--- src/rtl/stp_consts.vh ---
// constants of the sixteen-bit timer with pwm and capture
// Functional notes
// - Setting the run bit starts counting on the selected count clock.
// - Interval mode: counter equal to period register clears to zero, raises match.
// - Period value N gives N plus one count clocks between matches.
// - Trigger enable bit in control register 2 gates the conversion trigger.
// - Counter equal to capture/compare zero emits trigger; period match still clears.
// - Trigger only when capture/compare zero is strictly below the period value.
// - Triggers recur each period, M count clocks after counter passes zero.
// - Capture mode: rising edge of chosen source copies counter into capture/compare zero.
// - Unit 0 captures on comparator 2 or external input; unit 1 on comparator 1.
// - Capture source select bit exists only in unit 0 control register 2.
// - In capture mode the counter still clears on the period match.
// - Pwm mode: pin 0 inverts at compare 0 count, completes cycle at compare 1.
// - Pwm period is compare 1 plus one; duty is (cmp1-cmp0)/(cmp1+1).
// - New pwm values load at first match after compare 1 write, deferred near match.
// - Rewrites before a pending update lands take the latest values.
// - Compare 0 equal to compare 1 holds pin 0 at its default level.
`ifndef STP_CONSTS_VH
`define STP_CONSTS_VH

// ----------------------------------------
// register byte offsets
// ----------------------------------------
`define STP_OFS_CTRL0   8'h00
`define STP_OFS_CTRL1   8'h04
`define STP_OFS_CTRL2   8'h08
`define STP_OFS_CR0     8'h0c
`define STP_OFS_CR1     8'h10
`define STP_OFS_CR2     8'h14
`define STP_OFS_CR3     8'h18
`define STP_OFS_CCR0    8'h1c
`define STP_OFS_COUNT   8'h20
`define STP_OFS_STATUS  8'h24

// ----------------------------------------
// field positions
// ----------------------------------------
`define STP_RUN_BIT     7
`define STP_PER_SEL_BIT 2
`define STP_ADC_EN_BIT  1
`define STP_SRC_SEL_BIT 0
`define STP_ST_MATCH    0
`define STP_ST_TRIG     1
`define STP_ST_CAPT     2

// ----------------------------------------
// operating modes in control register 1
// ----------------------------------------
`define STP_MODE_INTERVAL 2'h0
`define STP_MODE_ADC      2'h1
`define STP_MODE_CAPTURE  2'h2
`define STP_MODE_PWM      2'h3

// ----------------------------------------
// reset values and timing
// ----------------------------------------
`define STP_RST_CTRL    8'h00
`define STP_RST_CMP     16'hffff
`define STP_RST_ZERO16  16'h0000
`define STP_DEFER_TICKS 17'h00002

`endif

--- src/rtl/stp_edge_sync.v ---
// two-stage synchroniser with rising edge detect, one lane per input
`timescale 1ns/100ps

module stp_edge_sync #(
	parameter WIDTH = 3
) (
	input  wire             clk_i,
	input  wire             rst_i,
	input  wire [WIDTH-1:0] async_i,
	output wire [WIDTH-1:0] rise_o
);

	// ----------------------------------------
	// per lane synchroniser
	// ----------------------------------------
	genvar g;
	generate
		for (g = 0; g < WIDTH; g = g + 1) begin : g_lane
			reg meta_r;
			reg sync_r;
			reg last_r;
			// first stage feeds only the second stage
			always @(posedge clk_i) begin
				if (rst_i) begin
					meta_r <= 1'b0;
					sync_r <= 1'b0;
					last_r <= 1'b0;
				end else begin
					meta_r <= async_i[g];
					sync_r <= meta_r;
					last_r <= sync_r;
				end
			end
			assign rise_o[g] = sync_r & ~last_r; // one-cycle pulse
		end
	endgenerate

endmodule // stp_edge_sync

--- src/rtl/stp_timer.v ---
// sixteen-bit timer channel: interval, conversion trigger, capture, single pwm
//
// The implementer's own choices: the Wishbone slave port and the placing of the registers.
`timescale 1ns/100ps
`include "stp_consts.vh"

module stp_timer #(
	parameter UNIT = 0
) (
	input  wire        clk_i,
	input  wire        rst_i,
	input  wire        wb_cyc_i,
	input  wire        wb_stb_i,
	input  wire        wb_we_i,
	input  wire [7:0]  wb_adr_i,
	input  wire [3:0]  wb_sel_i,
	input  wire [31:0] wb_dat_i,
	output reg  [31:0] wb_dat_o,
	output reg         wb_ack_o,
	input  wire        comparator1_event_i,
	input  wire        comparator2_event_i,
	input  wire        ext_irq_input_i,
	output reg         match_irq_o,
	output reg         adc_trig_o,
	output reg         pwm_out_pin0_o
);

	// ----------------------------------------
	// byte lane merge helpers
	// ----------------------------------------
	function [15:0] bw16;
		input [15:0] old;
		input [15:0] d;
		input [1:0]  s;
		begin
			bw16 = {s[1] ? d[15:8] : old[15:8], s[0] ? d[7:0] : old[7:0]};
		end
	endfunction

	function [7:0] bw8;
		input [7:0] old;
		input [7:0] d;
		input       s;
		begin
			bw8 = s ? d : old;
		end
	endfunction

	// ----------------------------------------
	// state
	// ----------------------------------------
	reg  [7:0]  timer_ctrl_reg0_r;
	reg  [7:0]  timer_ctrl_reg1_r;
	reg  [7:0]  timer_ctrl_reg2_r;
	reg  [15:0] pwm_invert_compare_r;
	reg  [15:0] pwm_cycle_compare_r;
	reg  [15:0] cr2_r;
	reg  [15:0] cr3_r;
	reg  [15:0] capture_compare_zero_r;
	reg  [15:0] timer_counter_value_r;
	reg  [15:0] act_cr0_r;
	reg  [15:0] act_cr1_r;
	reg  [2:0]  status_r;
	reg         pend_r;
	reg         late_r;
	reg  [7:0]  presc_r;
	reg  [31:0] rd_nxt;

	wire [2:0]  edge_rise;
	wire [7:0]  ofs;
	wire        acc;
	wire        wr;
	wire        count_run_bit;
	wire [1:0]  mode;
	wire        adc_trigger_enable;
	wire        capture_source_select;
	wire [15:0] period;
	wire [7:0]  presc_mask;
	wire        tick;
	wire        hit_per;
	wire        hit_trig;
	wire        cap_src;
	wire        cap_hit;
	wire        wr_cr1;
	wire        pwm_mode;

	// ----------------------------------------
	// capture sources, synchronised from the pins
	// ----------------------------------------
	stp_edge_sync #(
		.WIDTH (3)
	) u_edge (
		.clk_i   (clk_i),
		.rst_i   (rst_i),
		.async_i ({ext_irq_input_i, comparator2_event_i, comparator1_event_i}),
		.rise_o  (edge_rise)
	);

	// ----------------------------------------
	// decode and control fields
	// ----------------------------------------
	assign ofs                   = {wb_adr_i[7:2], 2'b00};
	assign acc                   = wb_cyc_i & wb_stb_i & ~wb_ack_o;
	assign wr                    = acc & wb_we_i;
	assign count_run_bit         = timer_ctrl_reg0_r[`STP_RUN_BIT];
	assign mode                  = timer_ctrl_reg1_r[1:0];
	assign pwm_mode              = (mode == `STP_MODE_PWM);
	assign adc_trigger_enable    = timer_ctrl_reg2_r[`STP_ADC_EN_BIT];
	// unit 1 keeps this bit tied low in its register
	assign capture_source_select = timer_ctrl_reg2_r[`STP_SRC_SEL_BIT];
	assign wr_cr1                = wr & (ofs == `STP_OFS_CR1) & (|wb_sel_i[1:0]);

	// period register: pwm uses the live shadow, others the chosen compare
	assign period = pwm_mode ? act_cr1_r :
		(timer_ctrl_reg1_r[`STP_PER_SEL_BIT] ? cr3_r : pwm_cycle_compare_r);

	// ----------------------------------------
	// count clock prescaler, divide by two to the select
	// ----------------------------------------
	assign presc_mask = ~(8'hff << timer_ctrl_reg0_r[2:0]);
	assign tick       = count_run_bit & ((presc_r & presc_mask) == presc_mask);

	// prescaler restarts on stop so the first count lands one full clock in
	always @(posedge clk_i) begin
		if (rst_i || !count_run_bit) begin
			presc_r <= 8'h00;
		end else begin
			presc_r <= presc_r + 8'h01;
		end
	end

	// ----------------------------------------
	// counter and period match
	// ----------------------------------------
	assign hit_per = tick & (timer_counter_value_r == period);

	// zero period is forbidden to software, so hardware does not guard it
	always @(posedge clk_i) begin
		if (rst_i || !count_run_bit) begin
			timer_counter_value_r <= `STP_RST_ZERO16;
		end else if (hit_per) begin
			timer_counter_value_r <= `STP_RST_ZERO16;
		end else if (tick) begin
			timer_counter_value_r <= timer_counter_value_r + 16'h0001;
		end
	end

	// ----------------------------------------
	// conversion trigger
	// ----------------------------------------
	// a value at or above the period is never met before the clear
	assign hit_trig = tick & (mode == `STP_MODE_ADC) & adc_trigger_enable
		& (timer_counter_value_r == capture_compare_zero_r)
		& (capture_compare_zero_r < period);

	// ----------------------------------------
	// capture source selection
	// ----------------------------------------
	generate
		if (UNIT == 0) begin : g_src0
			assign cap_src = capture_source_select ? edge_rise[2] : edge_rise[1];
		end else begin : g_src1
			assign cap_src = edge_rise[0];
		end
	endgenerate

	assign cap_hit = count_run_bit & (mode == `STP_MODE_CAPTURE) & cap_src;

	// ----------------------------------------
	// event pulses, straight from flops
	// ----------------------------------------
	always @(posedge clk_i) begin
		if (rst_i) begin
			match_irq_o <= 1'b0;
			adc_trig_o  <= 1'b0;
		end else begin
			match_irq_o <= hit_per;
			adc_trig_o  <= hit_trig;
		end
	end

	// ----------------------------------------
	// pwm output on pin 0
	// ----------------------------------------
	// the cycle match is checked first so equal compares keep the pin low
	always @(posedge clk_i) begin
		if (rst_i || !count_run_bit || !pwm_mode) begin
			pwm_out_pin0_o <= 1'b0;
		end else if (tick) begin
			if (timer_counter_value_r == act_cr1_r) begin
				pwm_out_pin0_o <= 1'b0;
			end else if (timer_counter_value_r == act_cr0_r) begin
				pwm_out_pin0_o <= 1'b1;
			end
		end
	end

	// ----------------------------------------
	// pwm shadow update
	// ----------------------------------------
	// loads read the compare registers at the match, so late rewrites win
	always @(posedge clk_i) begin
		if (rst_i) begin
			act_cr0_r <= `STP_RST_CMP;
			act_cr1_r <= `STP_RST_CMP;
			pend_r    <= 1'b0;
			late_r    <= 1'b0;
		end else if (!count_run_bit || !pwm_mode) begin
			act_cr0_r <= pwm_invert_compare_r;
			act_cr1_r <= pwm_cycle_compare_r;
			pend_r    <= 1'b0;
			late_r    <= 1'b0;
		end else if (wr_cr1) begin
			pend_r <= 1'b1;
			late_r <= hit_per |
				(({1'b0, timer_counter_value_r} + `STP_DEFER_TICKS) >= {1'b0, act_cr1_r});
		end else if (hit_per && pend_r) begin
			if (late_r) begin
				late_r <= 1'b0;
			end else begin
				act_cr0_r <= pwm_invert_compare_r;
				act_cr1_r <= pwm_cycle_compare_r;
				pend_r    <= 1'b0;
			end
		end
	end

	// ----------------------------------------
	// register writes, capture and sticky status
	// ----------------------------------------
	always @(posedge clk_i) begin
		if (rst_i) begin
			timer_ctrl_reg0_r      <= `STP_RST_CTRL;
			timer_ctrl_reg1_r      <= `STP_RST_CTRL;
			timer_ctrl_reg2_r      <= `STP_RST_CTRL;
			pwm_invert_compare_r   <= `STP_RST_CMP;
			pwm_cycle_compare_r    <= `STP_RST_CMP;
			cr2_r                  <= `STP_RST_CMP;
			cr3_r                  <= `STP_RST_CMP;
			capture_compare_zero_r <= `STP_RST_ZERO16;
			status_r               <= 3'h0;
		end else begin
			if (wr) begin
				case (ofs)
					`STP_OFS_CTRL0: timer_ctrl_reg0_r <= bw8(timer_ctrl_reg0_r, wb_dat_i[7:0], wb_sel_i[0]);
					`STP_OFS_CTRL1: timer_ctrl_reg1_r <= bw8(timer_ctrl_reg1_r, wb_dat_i[7:0], wb_sel_i[0]);
					`STP_OFS_CTRL2: begin
						if (wb_sel_i[0]) begin
							timer_ctrl_reg2_r[`STP_ADC_EN_BIT]  <= wb_dat_i[`STP_ADC_EN_BIT];
							timer_ctrl_reg2_r[`STP_SRC_SEL_BIT] <=
								(UNIT == 0) ? wb_dat_i[`STP_SRC_SEL_BIT] : 1'b0;
						end
					end
					`STP_OFS_CR0: pwm_invert_compare_r <= bw16(pwm_invert_compare_r, wb_dat_i[15:0], wb_sel_i[1:0]);
					`STP_OFS_CR1: pwm_cycle_compare_r <= bw16(pwm_cycle_compare_r, wb_dat_i[15:0], wb_sel_i[1:0]);
					`STP_OFS_CR2: cr2_r <= bw16(cr2_r, wb_dat_i[15:0], wb_sel_i[1:0]);
					`STP_OFS_CR3: cr3_r <= bw16(cr3_r, wb_dat_i[15:0], wb_sel_i[1:0]);
					`STP_OFS_CCR0: begin
						capture_compare_zero_r <= bw16(capture_compare_zero_r, wb_dat_i[15:0], wb_sel_i[1:0]);
					end
					`STP_OFS_STATUS: begin
						if (wb_sel_i[0]) begin
							status_r <= status_r & ~wb_dat_i[2:0]; // write one to clear
						end
					end
					default: begin
					end
				endcase
			end
			// hardware capture beats a software write in the same cycle
			if (cap_hit) begin
				capture_compare_zero_r <= timer_counter_value_r;
			end
			// set wins over clear for each sticky flag
			if (hit_per) begin
				status_r[`STP_ST_MATCH] <= 1'b1;
			end
			if (hit_trig) begin
				status_r[`STP_ST_TRIG] <= 1'b1;
			end
			if (cap_hit) begin
				status_r[`STP_ST_CAPT] <= 1'b1;
			end
		end
	end

	// ----------------------------------------
	// read mux, unmapped offsets read zero
	// ----------------------------------------
	always @* begin
		rd_nxt = 32'h0000_0000;
		case (ofs)
			`STP_OFS_CTRL0:  rd_nxt[7:0]  = timer_ctrl_reg0_r;
			`STP_OFS_CTRL1:  rd_nxt[7:0]  = timer_ctrl_reg1_r;
			`STP_OFS_CTRL2:  rd_nxt[7:0]  = timer_ctrl_reg2_r;
			`STP_OFS_CR0:    rd_nxt[15:0] = pwm_invert_compare_r;
			`STP_OFS_CR1:    rd_nxt[15:0] = pwm_cycle_compare_r;
			`STP_OFS_CR2:    rd_nxt[15:0] = cr2_r;
			`STP_OFS_CR3:    rd_nxt[15:0] = cr3_r;
			`STP_OFS_CCR0:   rd_nxt[15:0] = capture_compare_zero_r;
			`STP_OFS_COUNT:  rd_nxt[15:0] = timer_counter_value_r;
			`STP_OFS_STATUS: rd_nxt[4:0]  = {pend_r, pwm_out_pin0_o, status_r};
			default:         rd_nxt       = 32'h0000_0000;
		endcase
	end

	// ----------------------------------------
	// wishbone answer, one wait state
	// ----------------------------------------
	// ack drops the cycle after it rises, so a held strobe is not taken twice
	always @(posedge clk_i) begin
		if (rst_i) begin
			wb_ack_o <= 1'b0;
			wb_dat_o <= 32'h0000_0000;
		end else begin
			wb_ack_o <= acc;
			if (acc && !wb_we_i) begin
				wb_dat_o <= rd_nxt;
			end
		end
	end

endmodule // stp_timer

--- config.mk ---
export PLATFORM = sky130hd
export DESIGN_NAME = stp_timer
export DESIGN_NICKNAME = d
export VERILOG_FILES = /design/src/rtl/stp_edge_sync.v /design/src/rtl/stp_timer.v
export VERILOG_INCLUDE_DIRS = /design/src /design/src/rtl
export SDC_FILE = /design/constraint.sdc
export NUM_CORES = 1
export LEC_CHECK = 0
export ABC_AREA = 1
export BUFFER_PORTS_ARGS = -buffer_cell sky130_fd_sc_hd__buf_2
export CORE_ASPECT_RATIO = 1.5
export CORE_MARGIN = 2
export CORE_UTILIZATION = 50
export CTS_BUF_LIST = sky130_fd_sc_hd__clkbuf_16
export DETAILED_ROUTE_END_ITERATION = 10
export PLACE_DENSITY_LB_ADDON = 0.3
export SLEW_MARGIN = 20
export SYNTH_ARGS = -nofsm -noshare
export SYNTH_HDL_FRONTEND = slang
export SYNTH_SLANG_ARGS = --single-unit
export TNS_END_PERCENT = 10
--- constraint.sdc ---
create_clock -name clk_i -period 3.2 [get_ports clk_i]
set_input_delay 0.16 -clock clk_i [delete_from_list [all_inputs] [get_ports clk_i]]
set_output_delay 0.16 -clock clk_i [all_outputs]
set_load 0.1 [all_outputs]
# Word-level counts from Yosys, hierarchy flattened
# Cells that the tools add are included.
# Widths: inputs -> output; s select.
# word_totals
input_bits,52
reg_bits,185
elab_cells,159
# classes
order_cmp,2
n_reduce_logical,45
bitwise_logic,23
muxes,32
addsub,3
n_shift,1
eq_ne,20
# ops
cell,n
$mux 16,13
$eq 16x16->1,4
$reduce_and 3->1,17
$pmux 5 s10,1
$pmux 8 s6,1
$reduce_bool 2->1,14
$eq 6x3->1 const B,4
$pmux 3 s8,1
$add 16x2->17 const B,1
$ge 17x16->1,1
$add 16x1->16 const B,1
$lt 16x16->1,1
$mux 8,2
$and 1x1->1,15
$eq 6x2->1 const B,2
$eq 6x4->1 const B,2
$mux 1,11
$mux 3,3
$add 8x1->8 const B,1
$and 8x8->8,1
$eq 8x8->1,1
$logic_not 8->1,1
$not 8->8,1
$shl 8x3->8 const A,1
other kinds (13),26

# Logic depth before layout (Yosys ltp)
# depth
word_depth,11
mapped_depth,19

# Cells and area by module
# Synthesis repeated with hierarchy kept, for this count alone.
# unflattened
hier_cells,1469
area_unflattened_um2,10153.5
# by_module_without_submodules
module,area_per_inst_um2,n_inst,seq_area_each_um2,cells_per_inst
stp_timer,9883.2,1,3563.4,1438
stp_edge_sync,270.3,1,180.2,31

# Least setup slack after synthesis
# OpenSTA, ideal clock, no wires.
# synth_timing
path_kind,register -> register
start,register timer_counter_value_r[1]
end,register late_r
slack_ns,0.713
arrival_ns,2.375
setup_time_ns,0.112
n_path_buf,0
stages_incl_launch_ff,16
required_time_ns,3.088
cell_sequence,dfxtp_1 -> ha_1 -> nand2_1 -> nor2_1 -> nand3_2 -> nor3_1 -> nand2_1 -> nor3_1 -> xor2_1 -> ha_1 -> nand2_1 -> nor4_1 -> a31oi_1 -> nand4_1 -> nor2_1 -> nor2_1
# synth_between
elab_chain_len,4
elab_cells_between_ends,8
classes_between,1 x add/sub; 1 x order compare; 1 x eq/ne; 1 x mux; 2 x bitwise; 2 x reduce/logical
# synth_rtl
item,line_no,source
from (decl),stp_timer.v:60,reg [15:0] timer_counter_value_r;
from (signal assigned),stp_timer.v:140,timer_counter_value_r <= `STP_RST_ZERO16;
from (signal assigned),stp_timer.v:142,timer_counter_value_r <= `STP_RST_ZERO16;
from (signal assigned),stp_timer.v:144,timer_counter_value_r <= timer_counter_value_r + 16'h0001;
$add 16x2->17 (no source line) or $eq 16x16->1 (tied branches),-,
$ge 17x16->1 or $and 1x1->1 (tied branches),"stp_timer.v:216, stp_timer.v:135",
$or 1x1->1 or $logic_and 1x1->1 (tied branches),"stp_timer.v:215, stp_timer.v:217",
$mux 1 or $reduce_bool 2->1 (tied branches),-,
to (signal assigned),stp_timer.v:215,late_r <= hit_per |
to (decl),stp_timer.v:65,reg late_r;
# Several ways; a longest one is shown, not always the timed one.
# A chain may end at the register's enable or synchronous reset.

# Final worst setup path
# layout_timing
start,register timer_counter_value_r[4]
end,register late_r
# Same word-level chain as after synthesis.

==> summary.txt <==
Clock network
  – Setup Fix Bufs, Post-CTS: 0
  – Number of CTS-inserted buffers: 17
  – Clock tree from TritonCTS: built
  – CTS root buf: clkbuf_16
  – Clk_lat worst skew: between 0.4 and 0.5 ns
  – CTS clk-pin slew, worst paths: ~0.07 ns
  – Clk sinks: about 180
  – Clock Tree Buf Depth: 2
  – CTS H-tree depth: 4

Synth
  – Sequential fraction of the synthesis area: between 30% and 40%
  – Synth Area per Inst: ~7.0 um2
  – Synthesis Warnings: 0
  – Syn Std Cell Area: approximately 0.010 mm2
  – Flop and latch count out of synthesis: 184
  – Synth cell types: 46
  – Synthesized instance count: roughly 1,400

Run status
  – Run status: complete, no violations

Place
  – Final HPWL from detailed placement: 24,700 um
  – GPL Wtd Cong: about 0.98
  – Placed cells: approximately 1,700
  – Placed Area: 0.0103 mm2
  – Port buffer count: 50

Critical path
  – Crit path DAT: between 3 and 4 ns
  – CP Capture Type: flop
  – CP max stage cell: dfxtp_1
  – CP Class: flop to flop
  – Worst R2R Start: timer_counter_value_r[4]
  – Critical path launch point type: flop
  – R2R setup slack: 0.20 ns
  – Critical path's largest stage delay: between 0.6 and 0.7 ns
  – Worst path required time: around 3.5 ns
  – Crit-path cells: inv_2 > nor2_1 > nand3_2 > nor3_1 > nand2_1 > nor3_1 > xor2_1 > ha_1 > nand2_1 > nor4_1 > a31oi_1 > nand4_1 > nor2_1 > nor2_1
  – Reg-to-Reg End: late_r
  – Most used cell, CP: nor2_1
  – Max FO, Critical Path: 11
  – Reg2Reg Depth: 14

Cells and area
  – Cell area after layout: between 0.01 and 0.015 mm2
  – Proportion of layout cells with a drive suffix above 1: 8.25%
  – ANT cells: 0
  – Commonest non-fill, non-tap cell in the layout: nand2_1
  – Final Net Count: ~1,500
  – Layout area overhead: 9.47%
  – Most frequent cells in the layout: nand2_1 (361), dfxtp_1 (184), nand3_1 (151), inv_1 (150), nor2_1 (89)
  – Non-filler instance count after layout: 1,726

STA
  – Worst relative slew slack: 37.8%
  – Post-route minimum period: between 2 and 3 ns
  – Fin. Hold Viols: 0
  – Setup TNS: 0 ns
  – Final setup skew: 0.00761 ns
  – Hold WS: between 0.02 and 0.025 ns
  – Period Utilization, post-route: 93.7%
  – Slew Limit Fails: 0
  – Peak Freq: 333 MHz
  – Setup Viol. Count Final: 0
  – Worst slew pin tran: 0.929 ns
  – RSZ-0062 raised after global routing: no

Power
  – LEAKAGE: 5.07 nW
  – Power per cell area: between 400 and 500 mW/mm2
  – Tot Pwr: around 0.0046 W
  – Worst vdd ir: between 400 and 500 uV

Run
  – Max-cap viol count: 0

Global route
  – Global-route total usage across every layer: between 30% and 40%
  – Total overflow reported by the global router: 0
  – Largest net degree at the start of global routing: between 70 and 80
  – Vias in the first global route: ~9,500
  – Initial antenna violation count: 0
  – First-pass GRT wire length: roughly 51,000 um

Worst hold path
  – HP Class: input port to flop
  – Hold depth: 3
  – Worst hold endpoint: pwm_cycle_compare_r[8]
  – Hold Startpoint: wb_dat_i[8]

Detailed routing
  – Post-detailed-route wirelength per cell: 19.2 um
  – Drt total wl: approximately 33,000 um
  – DRC: 0
  – Initial detailed-routing violation count: approximately 930
  – Vias per cell: slightly below 6
  – Vias: between 10,000 and 15,000
  – Antenna violation net count after detailed routing: 0
  – Router iterations before antenna repair: 5

Die
  – Die Area: around 0.021 mm2
  – Core ar.: 0.0196 mm2
  – Initial Util: between 50% and 60%
  – # rows: 63
  – Top Ports: 88
  – Die X: 119 um
  – Die H: 177 um
-- sequential cells by signal, summed over array words and instances (netlist names), 3 cells and up --
| register | cells |
|---|---|
| act_cr0_r | 16 |
| act_cr1_r | 16 |
| capture_compare_zero_r | 16 |
| cr2_r | 16 |
| cr3_r | 16 |
| presc_r | 7 |
| pwm_cycle_compare_r | 16 |
| pwm_invert_compare_r | 16 |
| status_r | 3 |
| timer_counter_value_r | 16 |
| timer_ctrl_reg0_r | 8 |
| timer_ctrl_reg1_r | 8 |
| wb_dat_o | 16 |
-- logic make-up after synthesis --
| family | count (synthesis) | synth area share, % |
|---|---|---|
| other | 1 | 0.0376 |
| and+or+nand+nor | 661 | 28.5 |
| AOI/OAI and AO/OA | 267 | 16.2 |
| buffers and inverters | 241 | 10.5 |
| xor gates and xnor gates | 40 | 3.52 |
| adders and majority gates | 34 | 4.27 |
| DFF | 184 | 37.0 |
-- how the worst max path moves through the flow --
stage	startpoint	to	depth (start not counted)
2_1_floorplan	timer_counter_value_r[1]	late_r	15
3_3_place_gp	timer_counter_value_r[4]	late_r	14
3_5_place_dp	timer_counter_value_r[4]	late_r	14
4_1_cts	timer_counter_value_r[4]	late_r	14
5_1_grt	timer_counter_value_r[2]	late_r	15
6_report	timer_counter_value_r[4]	late_r	14
-- power by group --
group	internal [W]	switching, W
registers	0.00230	0.00000556
clock network	0.00112	0.000894
logic	0.0000458	0.000237
-- worst max-delay path, delay by kind of cell (launching register included) --
family	cells	cell delay [ns]
and+or+nand+nor	10	1.49
DFF	1	0.66
adders and majority gates	1	0.27
xor gates and xnor gates	1	0.21
AOI/OAI and AO/OA	1	0.14
buffers and inverters	1	0.12
-- layer usage --
metal	track usage [%]	share of wire (%)
met1	37.4	39
met2	52.5	48
met3	4.80	7.3
met4	21.5	6.4
met5	0	0
-- synthesized netlist by cell type (all sizes together) --
cell       n  share of area (%)
a311oi     1              0.088
nand3b     2               0.15
xor2      23                2.0
o2111ai    8               0.70
a21oi     67                3.4
nor2      94                3.7
nand4     16                1.2
a221oi     6               0.53
a41oi      2               0.18
buf       37                2.8
nor3      15               0.80
dfxtp    184                 37
nor4b      1              0.088
nand2    370                 14
nor4       7               0.44
clkbuf    48                1.8
inv      149                5.6
o221ai     4               0.35
conb       1              0.038
ha        34                4.3
nand3    152                7.7
o211ai    30                2.3
o22ai     27                1.7
a22oi     15                1.1
a211oi     4               0.30
xnor2     17                1.5
o31ai      1              0.075
nor3b      4               0.30
a21boi     3               0.23
clkinv     7               0.26
o21ai     78                4.0
a31oi     21                1.3
-- layout make-up --
cell class / instances / area, um2
clock inverter: 15 / 124
fill: 1918 / 8720
tap: 260 / 325
multi-input combinational: 1018 / 5300
timing repair buffer: 76 / 463
clock buffer: 17 / 425
sequential: 184 / 3680
inverter: 156 / 589
-- through the flow --
| stage | utilization [%] | worst slack [ns] |
|---|---|---|
| 6_report | 55.6 | 0.200 |
| 4_1_cts | 55.6 | 0.281 |
| 2_1_floorplan | - | 0.713 |
| 3_5_place_dp | 52.7 | 0.306 |
| 3_3_place_gp | 52.7 | 0.351 |
| 5_1_grt | 55.6 | 0.0221 |
-- repair_timing --
action / CTS / global route
resized for setup: 0 / 0
hold buffers: 2 / 0
hold endpoints to repair: 2 / 0
No activity file was read; power rests on OpenSTA's default activity.
